## src/logic/brsa_defines.svh

```systemverilog
// Opcode codes, flag positions and reset values for the rotate/subtract/skip datapath
`ifndef BRSA_DEFINES_SVH
`define BRSA_DEFINES_SVH

// ==========================================================================
// Operation codes
`define BRSA_OP_NOP            5'h00
`define BRSA_OP_ROT_L_W        5'h01
`define BRSA_OP_ROT_LC_M       5'h02
`define BRSA_OP_ROT_LC_W       5'h03
`define BRSA_OP_ROT_R_M        5'h04
`define BRSA_OP_ROT_R_W        5'h05
`define BRSA_OP_ROT_RC_M       5'h06
`define BRSA_OP_ROT_RC_W       5'h07
`define BRSA_OP_MWB_W          5'h08
`define BRSA_OP_MWB_IMM        5'h09
`define BRSA_OP_MWB_M          5'h0A
`define BRSA_OP_SUB_W          5'h0B
`define BRSA_OP_SUB_M          5'h0C
`define BRSA_OP_SUB_IMM        5'h0D
`define BRSA_OP_DSZ_M          5'h0E
`define BRSA_OP_DSZ_W          5'h0F
`define BRSA_OP_ISZ_M          5'h10
`define BRSA_OP_ISZ_W          5'h11
`define BRSA_OP_NZ_BYTE        5'h12
`define BRSA_OP_NZ_BIT         5'h13
`define BRSA_OP_SET_BYTE       5'h14
`define BRSA_OP_SET_BIT        5'h15
`define BRSA_OP_SWAP_M         5'h16

// ==========================================================================
// Flag vector positions
`define BRSA_FLAG_C            0
`define BRSA_FLAG_HALF         1
`define BRSA_FLAG_Z            2
`define BRSA_FLAG_EXCESS       3
`define BRSA_FLAG_SIGN         4
`define BRSA_FLAG_MBZ          5
`define BRSA_FLAG_W            6

// ==========================================================================
// Reset values and the all-ones byte written by byte set
`define BRSA_RST_BYTE          8'h00
`define BRSA_RST_FLAGS         6'h00
`define BRSA_ALL_ONES          8'hFF

`endif

```

## src/logic/brsa_pkg.sv

```systemverilog
// Types shared by the rotate/subtract/skip datapath
package brsa_pkg;

    // ======================================================================
    // Operation select
    typedef logic [4:0] brsa_op_t;

    // ======================================================================
    // Flag vector: {mbz, sign, excess, z, half, c}
    typedef logic [5:0] brsa_flags_t;

endpackage : brsa_pkg

```

## src/logic/brsa_subtractor.sv

```systemverilog
// Eight-bit subtractor with carry-as-inverted-borrow and flag generation
`timescale 1ns/1ps
`include "brsa_defines.svh"

module brsa_subtractor (
    // Operands
    input  wire logic [7:0] minuend_i,
    input  wire logic [7:0] subtrahend_i,
    input  wire logic       borrow_in_i,
    input  wire logic       prev_z_i,
    input  wire logic       chain_i,
    // Results
    output logic      [7:0] diff_o,
    output brsa_pkg::brsa_flags_t flags_o
);

    logic [8:0] full;
    logic [4:0] low;
    logic [9:0] sfull;
    logic       zero;

    always_comb begin
        full  = {1'b0, minuend_i} - {1'b0, subtrahend_i} - {8'h00, borrow_in_i};
        low   = {1'b0, minuend_i[3:0]} - {1'b0, subtrahend_i[3:0]} - {4'h0, borrow_in_i};
        sfull = {{2{minuend_i[7]}}, minuend_i} - {{2{subtrahend_i[7]}}, subtrahend_i}
              - {9'h000, borrow_in_i};
        zero  = (full[7:0] == 8'h00);
        diff_o = full[7:0];
        flags_o[`BRSA_FLAG_C]      = ~full[8];
        flags_o[`BRSA_FLAG_HALF]   = ~low[4];
        flags_o[`BRSA_FLAG_Z]      = zero;
        flags_o[`BRSA_FLAG_EXCESS] = (minuend_i[7] ^ subtrahend_i[7]) & (minuend_i[7] ^ full[7]);
        flags_o[`BRSA_FLAG_SIGN]   = sfull[9];
        // With chain_i set, multi-byte zero only survives if the earlier byte was zero too; without it, it is the plain zero
        flags_o[`BRSA_FLAG_MBZ]    = chain_i ? (zero & prev_z_i) : zero;
    end

endmodule : brsa_subtractor

```

## src/logic/brsa_alu.sv

```systemverilog
// Rotate, subtract, skip, set and swap execution datapath of an 8-bit core
// ==========================================================================
// Overview of operation
// - Rotate left into working register, bit 7 into bit 0, no flags.
// - Rotate memory left through carry; old carry to bit 0, bit 7 to carry.
// - Same nine-bit left rotation, result to working register, carry updated.
// - Rotate memory right, bit 0 into bit 7, written back, no flags.
// - Same right rotation delivered to working register, memory and flags kept.
// - Rotate memory right through carry; old carry to bit 7, bit 0 to carry.
// - Nine-bit right rotation to working register, carry from bit 0.
// - Working minus memory minus inverted carry into working register, six flags.
// - Subtraction carry is zero when negative, one when zero or positive.
// - Working minus immediate minus inverted carry into working register, six flags.
// - Borrow subtraction written to memory instead, same flags.
// - Working minus memory, no carry in, into working register, six flags.
// - Plain subtraction result written to memory, same six flags.
// - Working minus immediate into working register, six flags.
// - Decrement memory, write back, skip next instruction when result zero.
// - Decrement into working register only, skip when result zero.
// - Increment memory, write back, skip when result wraps to zero.
// - Increment into working register only, skip when result zero.
// - Byte or bit nonzero test skips the next instruction, no flags.
// - Byte set writes all ones to memory, no flags.
// - Bit set forces the selected memory bit to one, rest kept.
// - Nibble swap of memory byte written back, no flags.
// ==========================================================================
`timescale 1ns/1ps
`include "brsa_defines.svh"

module brsa_alu (
    // Clock and reset
    input  wire logic                   sys_clk_i,
    input  wire logic                   nrst_i,
    // Instruction issue from decode
    input  wire logic                   issue_i,
    input  wire brsa_pkg::brsa_op_t     op_i,
    input  wire logic [7:0]             mem_data_i,
    input  wire logic [7:0]             imm_i,
    input  wire logic [2:0]             bit_sel_i,
    input  wire logic                   mbz_chain_i,
    // Working register and flags
    output logic [7:0]                  working_register_o,
    output logic                        carry_flag_o,
    output logic                        half_carry_flag_o,
    output logic                        zero_flag_o,
    output logic                        twos_complement_excess_flag_o,
    output logic                        signed_borrow_bit_o,
    output logic                        multi_byte_zero_bit_o,
    // Data memory write back
    output logic                        mem_we_o,
    output logic [7:0]                  mem_wdata_o,
    // Skip control toward fetch
    output logic                        skip_o,
    output logic                        busy_o
);

    // ======================================================================
    // Architectural state
    logic [7:0]            work_q;
    brsa_pkg::brsa_flags_t flags_q;
    logic                  mem_we_q;
    logic [7:0]            mem_wdata_q;
    logic                  skip_q;

    // ======================================================================
    // Subtractor
    logic                  sub_borrow_sel;
    logic [7:0]            sub_rhs;
    logic [7:0]            sub_diff;
    brsa_pkg::brsa_flags_t sub_flags;

    always_comb begin
        sub_rhs        = mem_data_i;
        sub_borrow_sel = 1'b0;
        unique case (op_i)
            `BRSA_OP_MWB_W, `BRSA_OP_MWB_M: begin
                sub_borrow_sel = ~flags_q[`BRSA_FLAG_C];
            end
            `BRSA_OP_MWB_IMM: begin
                sub_rhs        = imm_i;
                sub_borrow_sel = ~flags_q[`BRSA_FLAG_C];
            end
            `BRSA_OP_SUB_IMM: begin
                sub_rhs = imm_i;
            end
            default: begin
                sub_rhs        = mem_data_i;
                sub_borrow_sel = 1'b0;
            end
        endcase
    end

    brsa_subtractor u_sub (
        .minuend_i    (work_q),
        .subtrahend_i (sub_rhs),
        .borrow_in_i  (sub_borrow_sel),
        .prev_z_i     (flags_q[`BRSA_FLAG_Z]),
        .chain_i      (mbz_chain_i),
        .diff_o       (sub_diff),
        .flags_o      (sub_flags)
    );

    // ======================================================================
    // Result selection
    logic [7:0] res;
    logic       wr_work;
    logic       wr_mem;
    logic       upd_c;
    logic       new_c;
    logic       upd_arith;
    logic       do_skip;
    logic [7:0] dec_v;
    logic [7:0] inc_v;
    logic [7:0] bit_mask;

    // Decoded bit position as a one-hot mask
    genvar gi;
    generate
        for (gi = 0; gi < 8; gi++) begin : g_mask
            assign bit_mask[gi] = (bit_sel_i == 3'(gi));
        end
    endgenerate

    always_comb begin
        res       = mem_data_i;
        wr_work   = 1'b0;
        wr_mem    = 1'b0;
        upd_c     = 1'b0;
        new_c     = flags_q[`BRSA_FLAG_C];
        upd_arith = 1'b0;
        do_skip   = 1'b0;
        dec_v     = mem_data_i - 8'h01;
        inc_v     = mem_data_i + 8'h01;
        unique case (op_i)
            `BRSA_OP_ROT_L_W: begin
                res     = {mem_data_i[6:0], mem_data_i[7]};
                wr_work = 1'b1;
            end
            `BRSA_OP_ROT_LC_M: begin
                res    = {mem_data_i[6:0], flags_q[`BRSA_FLAG_C]};
                wr_mem = 1'b1;
                upd_c  = 1'b1;
                new_c  = mem_data_i[7];
            end
            `BRSA_OP_ROT_LC_W: begin
                res     = {mem_data_i[6:0], flags_q[`BRSA_FLAG_C]};
                wr_work = 1'b1;
                upd_c   = 1'b1;
                new_c   = mem_data_i[7];
            end
            `BRSA_OP_ROT_R_M: begin
                res    = {mem_data_i[0], mem_data_i[7:1]};
                wr_mem = 1'b1;
            end
            `BRSA_OP_ROT_R_W: begin
                res     = {mem_data_i[0], mem_data_i[7:1]};
                wr_work = 1'b1;
            end
            `BRSA_OP_ROT_RC_M: begin
                res    = {flags_q[`BRSA_FLAG_C], mem_data_i[7:1]};
                wr_mem = 1'b1;
                upd_c  = 1'b1;
                new_c  = mem_data_i[0];
            end
            `BRSA_OP_ROT_RC_W: begin
                res     = {flags_q[`BRSA_FLAG_C], mem_data_i[7:1]};
                wr_work = 1'b1;
                upd_c   = 1'b1;
                new_c   = mem_data_i[0];
            end
            `BRSA_OP_MWB_W, `BRSA_OP_MWB_IMM, `BRSA_OP_SUB_W, `BRSA_OP_SUB_IMM: begin
                res       = sub_diff;
                wr_work   = 1'b1;
                upd_arith = 1'b1;
            end
            `BRSA_OP_MWB_M, `BRSA_OP_SUB_M: begin
                res       = sub_diff;
                wr_mem    = 1'b1;
                upd_arith = 1'b1;
            end
            `BRSA_OP_DSZ_M: begin
                res     = dec_v;
                wr_mem  = 1'b1;
                do_skip = (dec_v == 8'h00);
            end
            `BRSA_OP_DSZ_W: begin
                res     = dec_v;
                wr_work = 1'b1;
                do_skip = (dec_v == 8'h00);
            end
            `BRSA_OP_ISZ_M: begin
                res     = inc_v;
                wr_mem  = 1'b1;
                do_skip = (inc_v == 8'h00);
            end
            `BRSA_OP_ISZ_W: begin
                res     = inc_v;
                wr_work = 1'b1;
                do_skip = (inc_v == 8'h00);
            end
            `BRSA_OP_NZ_BYTE: begin
                do_skip = (mem_data_i != 8'h00);
            end
            `BRSA_OP_NZ_BIT: begin
                do_skip = |(mem_data_i & bit_mask);
            end
            `BRSA_OP_SET_BYTE: begin
                res    = `BRSA_ALL_ONES;
                wr_mem = 1'b1;
            end
            `BRSA_OP_SET_BIT: begin
                res    = mem_data_i | bit_mask;
                wr_mem = 1'b1;
            end
            `BRSA_OP_SWAP_M: begin
                res    = {mem_data_i[3:0], mem_data_i[7:4]};
                wr_mem = 1'b1;
            end
            default: begin
                res = mem_data_i;
            end
        endcase
    end

    // ======================================================================
    // Working register
    always_ff @(posedge sys_clk_i or negedge nrst_i) begin
        if (!nrst_i) begin
            work_q <= `BRSA_RST_BYTE;
        end else if (issue_i && !skip_q && wr_work) begin
            work_q <= res;
        end
    end

    // ======================================================================
    // Flags; non-arithmetic ops leave everything but carry alone
    always_ff @(posedge sys_clk_i or negedge nrst_i) begin
        if (!nrst_i) begin
            flags_q <= `BRSA_RST_FLAGS;
        end else if (issue_i && !skip_q) begin
            if (upd_arith) begin
                flags_q <= sub_flags;
            end else if (upd_c) begin
                flags_q[`BRSA_FLAG_C] <= new_c;
            end
        end
    end

    // ======================================================================
    // Memory write back, one cycle after issue
    always_ff @(posedge sys_clk_i or negedge nrst_i) begin
        if (!nrst_i) begin
            mem_we_q    <= 1'b0;
            mem_wdata_q <= `BRSA_RST_BYTE;
        end else begin
            mem_we_q <= issue_i && !skip_q && wr_mem;
            if (issue_i && !skip_q && wr_mem) begin
                mem_wdata_q <= res;
            end
        end
    end

    // ======================================================================
    // Skip: the next issue slot becomes a dummy cycle and is discarded
    always_ff @(posedge sys_clk_i or negedge nrst_i) begin
        if (!nrst_i) begin
            skip_q <= 1'b0;
        end else if (skip_q) begin
            skip_q <= issue_i ? 1'b0 : skip_q;
        end else begin
            skip_q <= issue_i && do_skip;
        end
    end

    assign working_register_o            = work_q;
    assign carry_flag_o                  = flags_q[`BRSA_FLAG_C];
    assign half_carry_flag_o             = flags_q[`BRSA_FLAG_HALF];
    assign zero_flag_o                   = flags_q[`BRSA_FLAG_Z];
    assign twos_complement_excess_flag_o = flags_q[`BRSA_FLAG_EXCESS];
    assign signed_borrow_bit_o           = flags_q[`BRSA_FLAG_SIGN];
    assign multi_byte_zero_bit_o         = flags_q[`BRSA_FLAG_MBZ];
    assign mem_we_o                      = mem_we_q;
    assign mem_wdata_o                   = mem_wdata_q;
    assign skip_o                        = skip_q;
    assign busy_o                        = skip_q;

endmodule : brsa_alu

```

## config.mk

```make
export PLATFORM = sky130hd
export DESIGN_NAME = brsa_alu
export DESIGN_NICKNAME = d
export VERILOG_FILES = /design/src/logic/brsa_pkg.sv /design/src/logic/brsa_subtractor.sv /design/src/logic/brsa_alu.sv
export VERILOG_INCLUDE_DIRS = /design/src /design/src/logic
export SDC_FILE = /design/constraint.sdc
export NUM_CORES = 1
export LEC_CHECK = 0
export ABC_AREA = 1
export BUFFER_PORTS_ARGS = -buffer_cell sky130_fd_sc_hd__buf_4
export CAP_MARGIN = 0
export CORE_ASPECT_RATIO = 0.8
export CORE_UTILIZATION = 33
export DETAILED_ROUTE_END_ITERATION = 10
export PLACE_DENSITY_LB_ADDON = 0.05
export SLEW_MARGIN = 20
export SYNTH_ARGS = -nofsm -noshare
export SYNTH_HDL_FRONTEND = slang
export SYNTH_HIERARCHICAL = 1
export SYNTH_SLANG_ARGS = --single-unit
```

## constraint.sdc

```tcl
create_clock -name sys_clk_i -period 3.47 [get_ports sys_clk_i]
set_input_delay 0.5205 -clock sys_clk_i [delete_from_list [all_inputs] [get_ports sys_clk_i]]
set_output_delay 0.5205 -clock sys_clk_i [all_outputs]
set_load 0.01 [all_outputs]
```

==> results of run 1 <==
[Yosys cell counts, drive strengths merged (6+ instances only)]
cell type	count
nand4	14
o211ai	6
o21ai	20
nand2	209
xor2	7
buf	8
dfrtp	24
nor2	57
nand3	62
a21oi	13
inv	81
clkbuf	8
nor3	12
ha	21
[state kept, by name, indices dropped and copies added, names as in the netlist]
name,cells
busy_o,1
mem_wdata_o,8
mem_we_o,1
flags_q,6
working_register_o,8
[final timing paths]
path                       slack (ps)                                 to                    from
min in group sys_clk_i            480             flags_q[5]$_DFFE_PN0P_  flags_q[5]$_DFFE_PN0P_
max                               280         mem_wdata_o[5]$_DFFE_PN0P_                 op_i[4]
max reg2reg                       530         mem_wdata_o[5]$_DFFE_PN0P_  flags_q[0]$_DFFE_PN0P_
max in group asynchronous        3060  working_register_o[0]$_DFFE_PN0P_                  nrst_i
min                               150             flags_q[1]$_DFFE_PN0P_                  nrst_i
min reg2reg                       480             flags_q[5]$_DFFE_PN0P_  flags_q[5]$_DFFE_PN0P_
[power breakdown]
| group | switching (µW) | internal (µW) | total, µW | leakage, µW |
|---|---|---|---|---|
| sequential | 76.1 | 358 | 434 | 0.000305 |
| clock | 112 | 230 | 342 | 0.0000511 |
| combinational | 677 | 430 | 1110 | 0.00184 |
[cell families after synthesis]
| group | after synthesis | synth area share |
|---|---|---|
| xor gates and xnor gates | 7 | 0.0186 |
| DFF | 24 | 0.182 |
| AOI/OAI and AO/OA | 44 | 0.0838 |
| and+or+nand+nor | 357 | 0.500 |
| buffers and inverters | 97 | 0.124 |
| adders and majority gates | 23 | 0.0917 |
[critical path, delay by kind of cell]
kind	cells	cell delay, ps
AOI/OAI and AO/OA	1	80
adders and majority gates	2	690
buffers and inverters	4	310
and+or+nand+nor	14	1730
[stage by stage]
step | setup slack, ps | cell area (µm²) | cells | utilization
2_1_floorplan | 243 | 3300 | 552 | -
3_3_place_gp | -102 | 3890 | 739 | 0.401
3_5_place_dp | -100 | 3890 | 739 | 0.401
4_1_cts | 167 | 4000 | 743 | 0.412
5_1_grt | 15.1 | 4000 | 743 | 0.413
6_report | 285 | 4000 | 743 | 0.413
[per-layer routing]
| layer | global-route usage | up-vias |
|---|---|---|
| met4 | 0.0271 | 0 |
| li1 | - | 1859 |
| met5 | 0 | - |
| met3 | 0.0314 | 9 |
| met1 | 0.342 | 1669 |
| met2 | 0.337 | 119 |
[cell type report]
type / instances / share of cell area
Clock buffer: 3 / 0.0188
Clock inverter: 1 / 0.00751
Inverter: 81 / 0.0779
Multi-Input combinational cell: 431 / 0.574
Sequential cell: 24 / 0.150
Tap cell: 136 / 0.0425
Timing Repair Buffer: 67 / 0.129
==> out/results.tsv, run 1 <==
stage	metric	value	unit
cts	clock_tree.buffer_depth	2	
sta	slew_headroom	0.697	
cts	cts_resized	0	
cts	clock-root-buffer	sky130_fd_sc_hd__clkbuf_16	
cts	holdBufCountCts	0	
synthesis	synth-main-ff-cell	sky130_fd_sc_hd__dfrtp_1	
final_layout	filler_cell_count	1091	
sta	tns	0	ps
global_routing	grt_max_degree	25	
pwr	power.density_cell_area	471	mW/mm²
cts	tritoncts.num_buffers	3	
sta	finClkSkew	2.30	ps
final_layout	most-common-layout-cells	sky130_fd_sc_hd__nand2_1 (195), sky130_fd_sc_hd__inv_1 (70), sky130_fd_sc_hd__buf_4 (66), sky130_fd_sc_hd__nand3_1 (58), sky130_fd_sc_hd__nor2_1 (41)	
setup_path	rr_worst_depth	18	
die	die-height	91.5	µm
place	finalWeightedCongestion	0.868	
pwr	leakage	0.00219	µW
final_layout	num-nets-final	659	
cts	clock_tree.htree_level_count	1	
cts	clkSlewWorstSetupHoldPaths	70	ps
cts	clkSinkCount	24	
setup_path	crit_type	input pin to flop	
die	num_rows	32	
final_layout	final_common_cell	sky130_fd_sc_hd__nand2_1	
sta	final.min_clock_period	3190	ps
die	ios	53	
synthesis	yosys_warnings	6	
synthesis	async_flop_share	1.00	
final_layout	multi_input_area	0.00230	mm²
synthesis	synthDistinctLibCells	39	
detailed_routing	vias	3656	
detailed_routing	avgViaCountPerCell	4.92	
synthesis	mappedNetlistArea	0.00330	mm²
die	fp.coreArea	0.00969	mm²
synthesis	synth.top_cells.by_area	sky130_fd_sc_hd__nand2_1 (22%), sky130_fd_sc_hd__dfrtp_1 (18%), sky130_fd_sc_hd__nand3_1 (8.8%), sky130_fd_sc_hd__ha_1 (8.0%), sky130_fd_sc_hd__inv_1 (8.0%)	
place	place.detailed.hpwl	8950	µm
setup_path	critical_path.most_common_cell	sky130_fd_sc_hd__nand2_1	
synthesis	synth_seq_cells	24	
final_layout	area.growth.synth_to_final	21.2	%
detailed_routing	ant_nets	0	
final_layout	antennaDiodeCount	0	
synthesis	yosysTopAreaCell	sky130_fd_sc_hd__nand2_1	
setup_path	arrival	3340	ps
global_routing	gr_overflow_total	0	
detailed_routing	wire_per_inst	15.0	µm
setup_path	cp-end-kind	flop	
final_layout	final_layout_size_suffix_gt1_frac	0.206	
sta	timing_worst_slew_pin_value	453	ps
sta	finalSetupViolCount	0	
setup_path	worst_setup_path_start_kind	input pin	
sta	final_min_period_over_clock_period	0.918	
global_routing	via_count_of_the_first_global_routing_pass	3425	
detailed_routing	drc	0	
synthesis	synthDominantCellAreaShare	0.222	
pwr	totalPowerFinal	1880	µW
detailed_routing	drtIter0Drc	252	
detailed_routing	routed_metal_1_wirelength	5920	µm
sta	max_freq	314	MHz
synthesis	synthesis.nets	603	
synthesis	post_synthesis_instance_total	552	
detailed_routing	wl_met2	4460	µm
setup_path	crit_path_largest_cell_delay	530	ps
global_routing	grt_antenna_before_repair	0	
place	placement.io_buffers	52	
detailed_routing	dr.pass1.iters	5	
cts	clock_tree_from_tritoncts	built	
detailed_routing	dr.max_layer_used	met4	
synthesis	post_synth.cell_area_avg	5.98	µm²
cts	cts_setup_buffers	0	
die	die_area	0.0104	mm²
sta	finalMaxSlewViolations	0	
global_routing	grt_pass1_wl	18200	µm
min_path	hp-class	input pin to asynchronous set/reset pin	
detailed_routing	route.met3.wl	638	µm
sta	report.final.hold_viol_count	0	
die	die_width	114	µm
synthesis	edff_count_synth	0	
setup_path	standard_cell_with_the_maximum_stage_delay_on_the_critical_path	sky130_fd_sc_hd__fa_1	
detailed_routing	totalWireLength	11100	µm
setup_path	path_cells	buf_4, inv_2, nand2_4, nor3_4, nand2_1, o21ai_0, inv_1, fa_1, inv_1, ha_1, or2_2, nand2_1, nand2_1, nand2_1, nand2_1, nand3_1, nand3_1, nor3_2, nand3_1, nand3_1, nand2_1	
sta	timing.hold.ws	152	ps
setup_path	worst-endpoint-required	3630	ps
pwr	vdd_drop_max	277	µV
sta	rsz0062_at_grt	no	
run	maxCapViolations	0	
global_routing	grt_usage	0.224	
final_layout	ff_latch_area	601	µm²
cts	clock_insertion_delay_worst_skew	260	ps
run_status	outcome	finished clean	
die	initial_core_util	0.341	
synthesis	seq_area_frac_synth	0.182	
setup_path	maximum_fanout_along_the_worst_path	6	
No activity file was read; power rests on OpenSTA's default activity.
==> inputs of run 2 (changes only) <==
--- a/config.mk
+++ b/config.mk
@@ -7,12 +7,12 @@
 export NUM_CORES = 1
 export LEC_CHECK = 0
 export ABC_AREA = 1
-export BUFFER_PORTS_ARGS = -buffer_cell sky130_fd_sc_hd__buf_4
 export CAP_MARGIN = 0
 export CORE_ASPECT_RATIO = 0.8
 export CORE_UTILIZATION = 33
 export DETAILED_ROUTE_END_ITERATION = 10
-export PLACE_DENSITY_LB_ADDON = 0.05
+export DONT_BUFFER_PORTS = 1
+export PLACE_DENSITY = 0.47
 export SLEW_MARGIN = 20
 export SYNTH_ARGS = -nofsm -noshare
 export SYNTH_HDL_FRONTEND = slang
==> constraint.sdc (replaced) <==
create_clock -name sys_clk_i -period 4.1 [get_ports sys_clk_i]
set_input_delay 0.615 -clock sys_clk_i [delete_from_list [all_inputs] [get_ports sys_clk_i]]
set_output_delay 0.615 -clock sys_clk_i [all_outputs]
set_load 0.01 [all_outputs]
==> run 2 against run 1 <==
  * Setup slack improved by 360 ps
  * Hold slack worse by 110 ps
  * Non-clock buffer count shrank 64
  * Routed wire length fell by 2.6%
  * Critical path type unchanged
  * Largest cell class unchanged
==> out/results.tsv, run 2 (synthesized netlist as in run 1, its figures left out) <==
stage	metric	value	unit
global_routing	grt_usage	0.220	
detailed_routing	dr.pass1.iters	5	
die	fp.coreArea	0.00969	mm²
setup_path	worst_setup_path_start_kind	input pin	
global_routing	gr_overflow_total	0	
pwr	switching_share	0.480	
final_layout	final_layout_size_suffix_gt1_frac	0.110	
detailed_routing	wire_per_inst	16.0	µm
detailed_routing	vias	3404	
global_routing	globalRoute.busiestLayer	met1	
sta	tns	0	ps
final_layout	ff_latch_area	601	µm²
setup_path	cp-startpoint	op_i[4]	
final_layout	most-common-layout-cells	sky130_fd_sc_hd__nand2_1 (195), sky130_fd_sc_hd__inv_1 (70), sky130_fd_sc_hd__nand3_1 (58), sky130_fd_sc_hd__nor2_1 (41), sky130_fd_sc_hd__dfrtp_1 (24)	
sta	finalSetupViolCount	0	
cts	clkSlewWorstSetupHoldPaths	60	ps
pwr	cell_internal_pwr	712	µW
sta	final.min_clock_period	3460	ps
final_layout	antennaDiodeCount	0	
die	die-height	91.5	µm
sta	report.final.hold_viol_count	0	
final_layout	filler_cell_count	1099	
sta	final_min_period_over_clock_period	0.844	
sta	rsz0062_at_grt	no	
cts	tritoncts.num_buffers	3	
min_path	hp-class	input pin to asynchronous set/reset pin	
detailed_routing	avgViaCountPerCell	5.01	
die	num_rows	32	
global_routing	met1_usage	0.341	
setup_path	worstReg2RegStart	flags_q[0]$_DFFE_PN0P_	
run	maxCapViolations	0	
pwr	leakage	0.00187	µW
global_routing	grt_pass1_wl	17800	µm
cts	clkSinkCount	24	
setup_path	worst-endpoint-required	4250	ps
final_layout	multi_input_area	0.00229	mm²
die	die_area	0.0104	mm²
sta	slew_headroom	0.688	
place	placement.io_buffers	0	
sta	finClkSkew	4.23	ps
setup_path	critical_path.most_common_cell	sky130_fd_sc_hd__nand2_1	
final_layout	final_common_cell	sky130_fd_sc_hd__nand2_1	
pwr	clockPowerShare	0.170	
place	place.detailed.hpwl	8800	µm
sta	max_freq	289	MHz
pwr	vdd_drop_max	169	µV
cts	holdBufCountCts	0	
setup_path	maximum_fanout_along_the_worst_path	14	
cts	cts_resized	0	
detailed_routing	totalWireLength	10800	µm
global_routing	grt_antenna_before_repair	0	
final_layout	final_design_area_no_fill	0.00349	mm²
pwr	power.share.combinational	0.533	
detailed_routing	ant_nets	0	
final_layout	area.growth.synth_to_final	5.61	%
setup_path	crit_type	input pin to flop	
setup_path	arrival	3600	ps
sta	timing_worst_slew_pin_value	467	ps
global_routing	grt_max_degree	25	
setup_path	rr_worst_depth	18	
die	initial_core_util	0.341	
setup_path	critical_path.reg2reg.endpoint	mem_wdata_o[5]$_DFFE_PN0P_	
place	placement.cell_area	0.00340	mm²
detailed_routing	drc	0	
cts	clock_insertion_delay_worst_skew	260	ps
global_routing	global_route.usage.met2	0.321	
run_status	outcome	finished clean	
pwr	p_switching	657	µW
cts	cts_setup_buffers	0	
die	ios	53	
pwr	power.density_cell_area	393	mW/mm²
sta	finalMaxSlewViolations	0	
die	die_width	114	µm
setup_path	crit_path_largest_cell_delay	360	ps
cts	clock-root-buffer	sky130_fd_sc_hd__clkbuf_16	
global_routing	met3_usage	0.0381	
pwr	proportion_of_power_drawn_by_flip_flops_and_latches	0.297	
setup_path	path_cells	inv_2, nand2_4, nor3_4, buf_4, o21ai_0, ha_1, inv_1, ha_1, nand2_1, inv_1, a21oi_2, nand2_1, nand2_1, nand2_1, nand3_1, nand3_1, nor3_1, nand3_1, nand3_1, nand2_1	
final_layout	num-nets-final	595	
detailed_routing	drtIter0Drc	225	
setup_path	cp-end-kind	flop	
place	finalWeightedCongestion	0.885	
cts	clock_tree.buffer_depth	2	
setup_path	regToRegSetupSlack	930	ps
cts	clock_tree_from_tritoncts	built	
cts	clock_tree.htree_level_count	1	
global_routing	via_count_of_the_first_global_routing_pass	3224	
setup_path	standard_cell_with_the_maximum_stage_delay_on_the_critical_path	sky130_fd_sc_hd__nor3_1	
## run 2: power by group through the flow
stage | Combinational (µW) | Sequential (µW) | Clock [µW]
6_report | 730 | 407 | 233
5_1_grt | 839 | 418 | 248
4_1_cts | 729 | 409 | 239
3_5_place_dp | 723 | 412 | 0
3_3_place_gp | 729 | 412 | 0
2_1_floorplan | 588 | 384 | 0
## run 2: worst max-delay path by stage
stage,endpoint,slack (ps),cells past startpoint
2_1_floorplan,mem_wdata_o[5]$_DFFE_PN0P_,780,20
3_3_place_gp,mem_wdata_o[5]$_DFFE_PN0P_,450,20
3_5_place_dp,mem_wdata_o[5]$_DFFE_PN0P_,410,20
4_1_cts,mem_wdata_o[5]$_DFFE_PN0P_,660,20
5_1_grt,working_register_o[5]$_DFFE_PN0P_,370,20
6_report,mem_wdata_o[5]$_DFFE_PN0P_,640,20
## run 2: through the flow
step	total power (µW)	worst slack [ps]	hold slack [ps]	utilization	instances
after CTS	1380	662	41.9	0.360	679
final	1370	642	45.7	0.360	679
after floorplan	973	778	319	-	552
after global placement	1140	445	320	0.351	675
after global routing	1510	369	35.2	0.360	679
after detailed placement	1130	409	320	0.351	675
## run 2: metal layers
| metal | wire length (µm) | up-vias |
|---|---|---|
| met5 | 0 | - |
| met4 | 70 | 0 |
| met3 | 726 | 6 |
| met2 | 4340 | 103 |
| met1 | 5690 | 1562 |
| li1 | - | 1733 |
## run 2: critical path, delay by kind of cell
kind / cells / cell delay (ps)
buffers and inverters: 4 / 530
adder cells (fa/ha/maj): 2 / 640
AND/OR/NAND/NOR: 12 / 1580
AO/OA/AOI/OAI: 2 / 230
## run 2: cell type report
class | count | area share
Multi-Input combinational cell | 431 | 0.658
Inverter | 81 | 0.0894
Tap cell | 136 | 0.0488
Timing Repair Buffer | 3 | 0.00646
Clock buffer | 4 | 0.0255
Sequential cell | 24 | 0.172
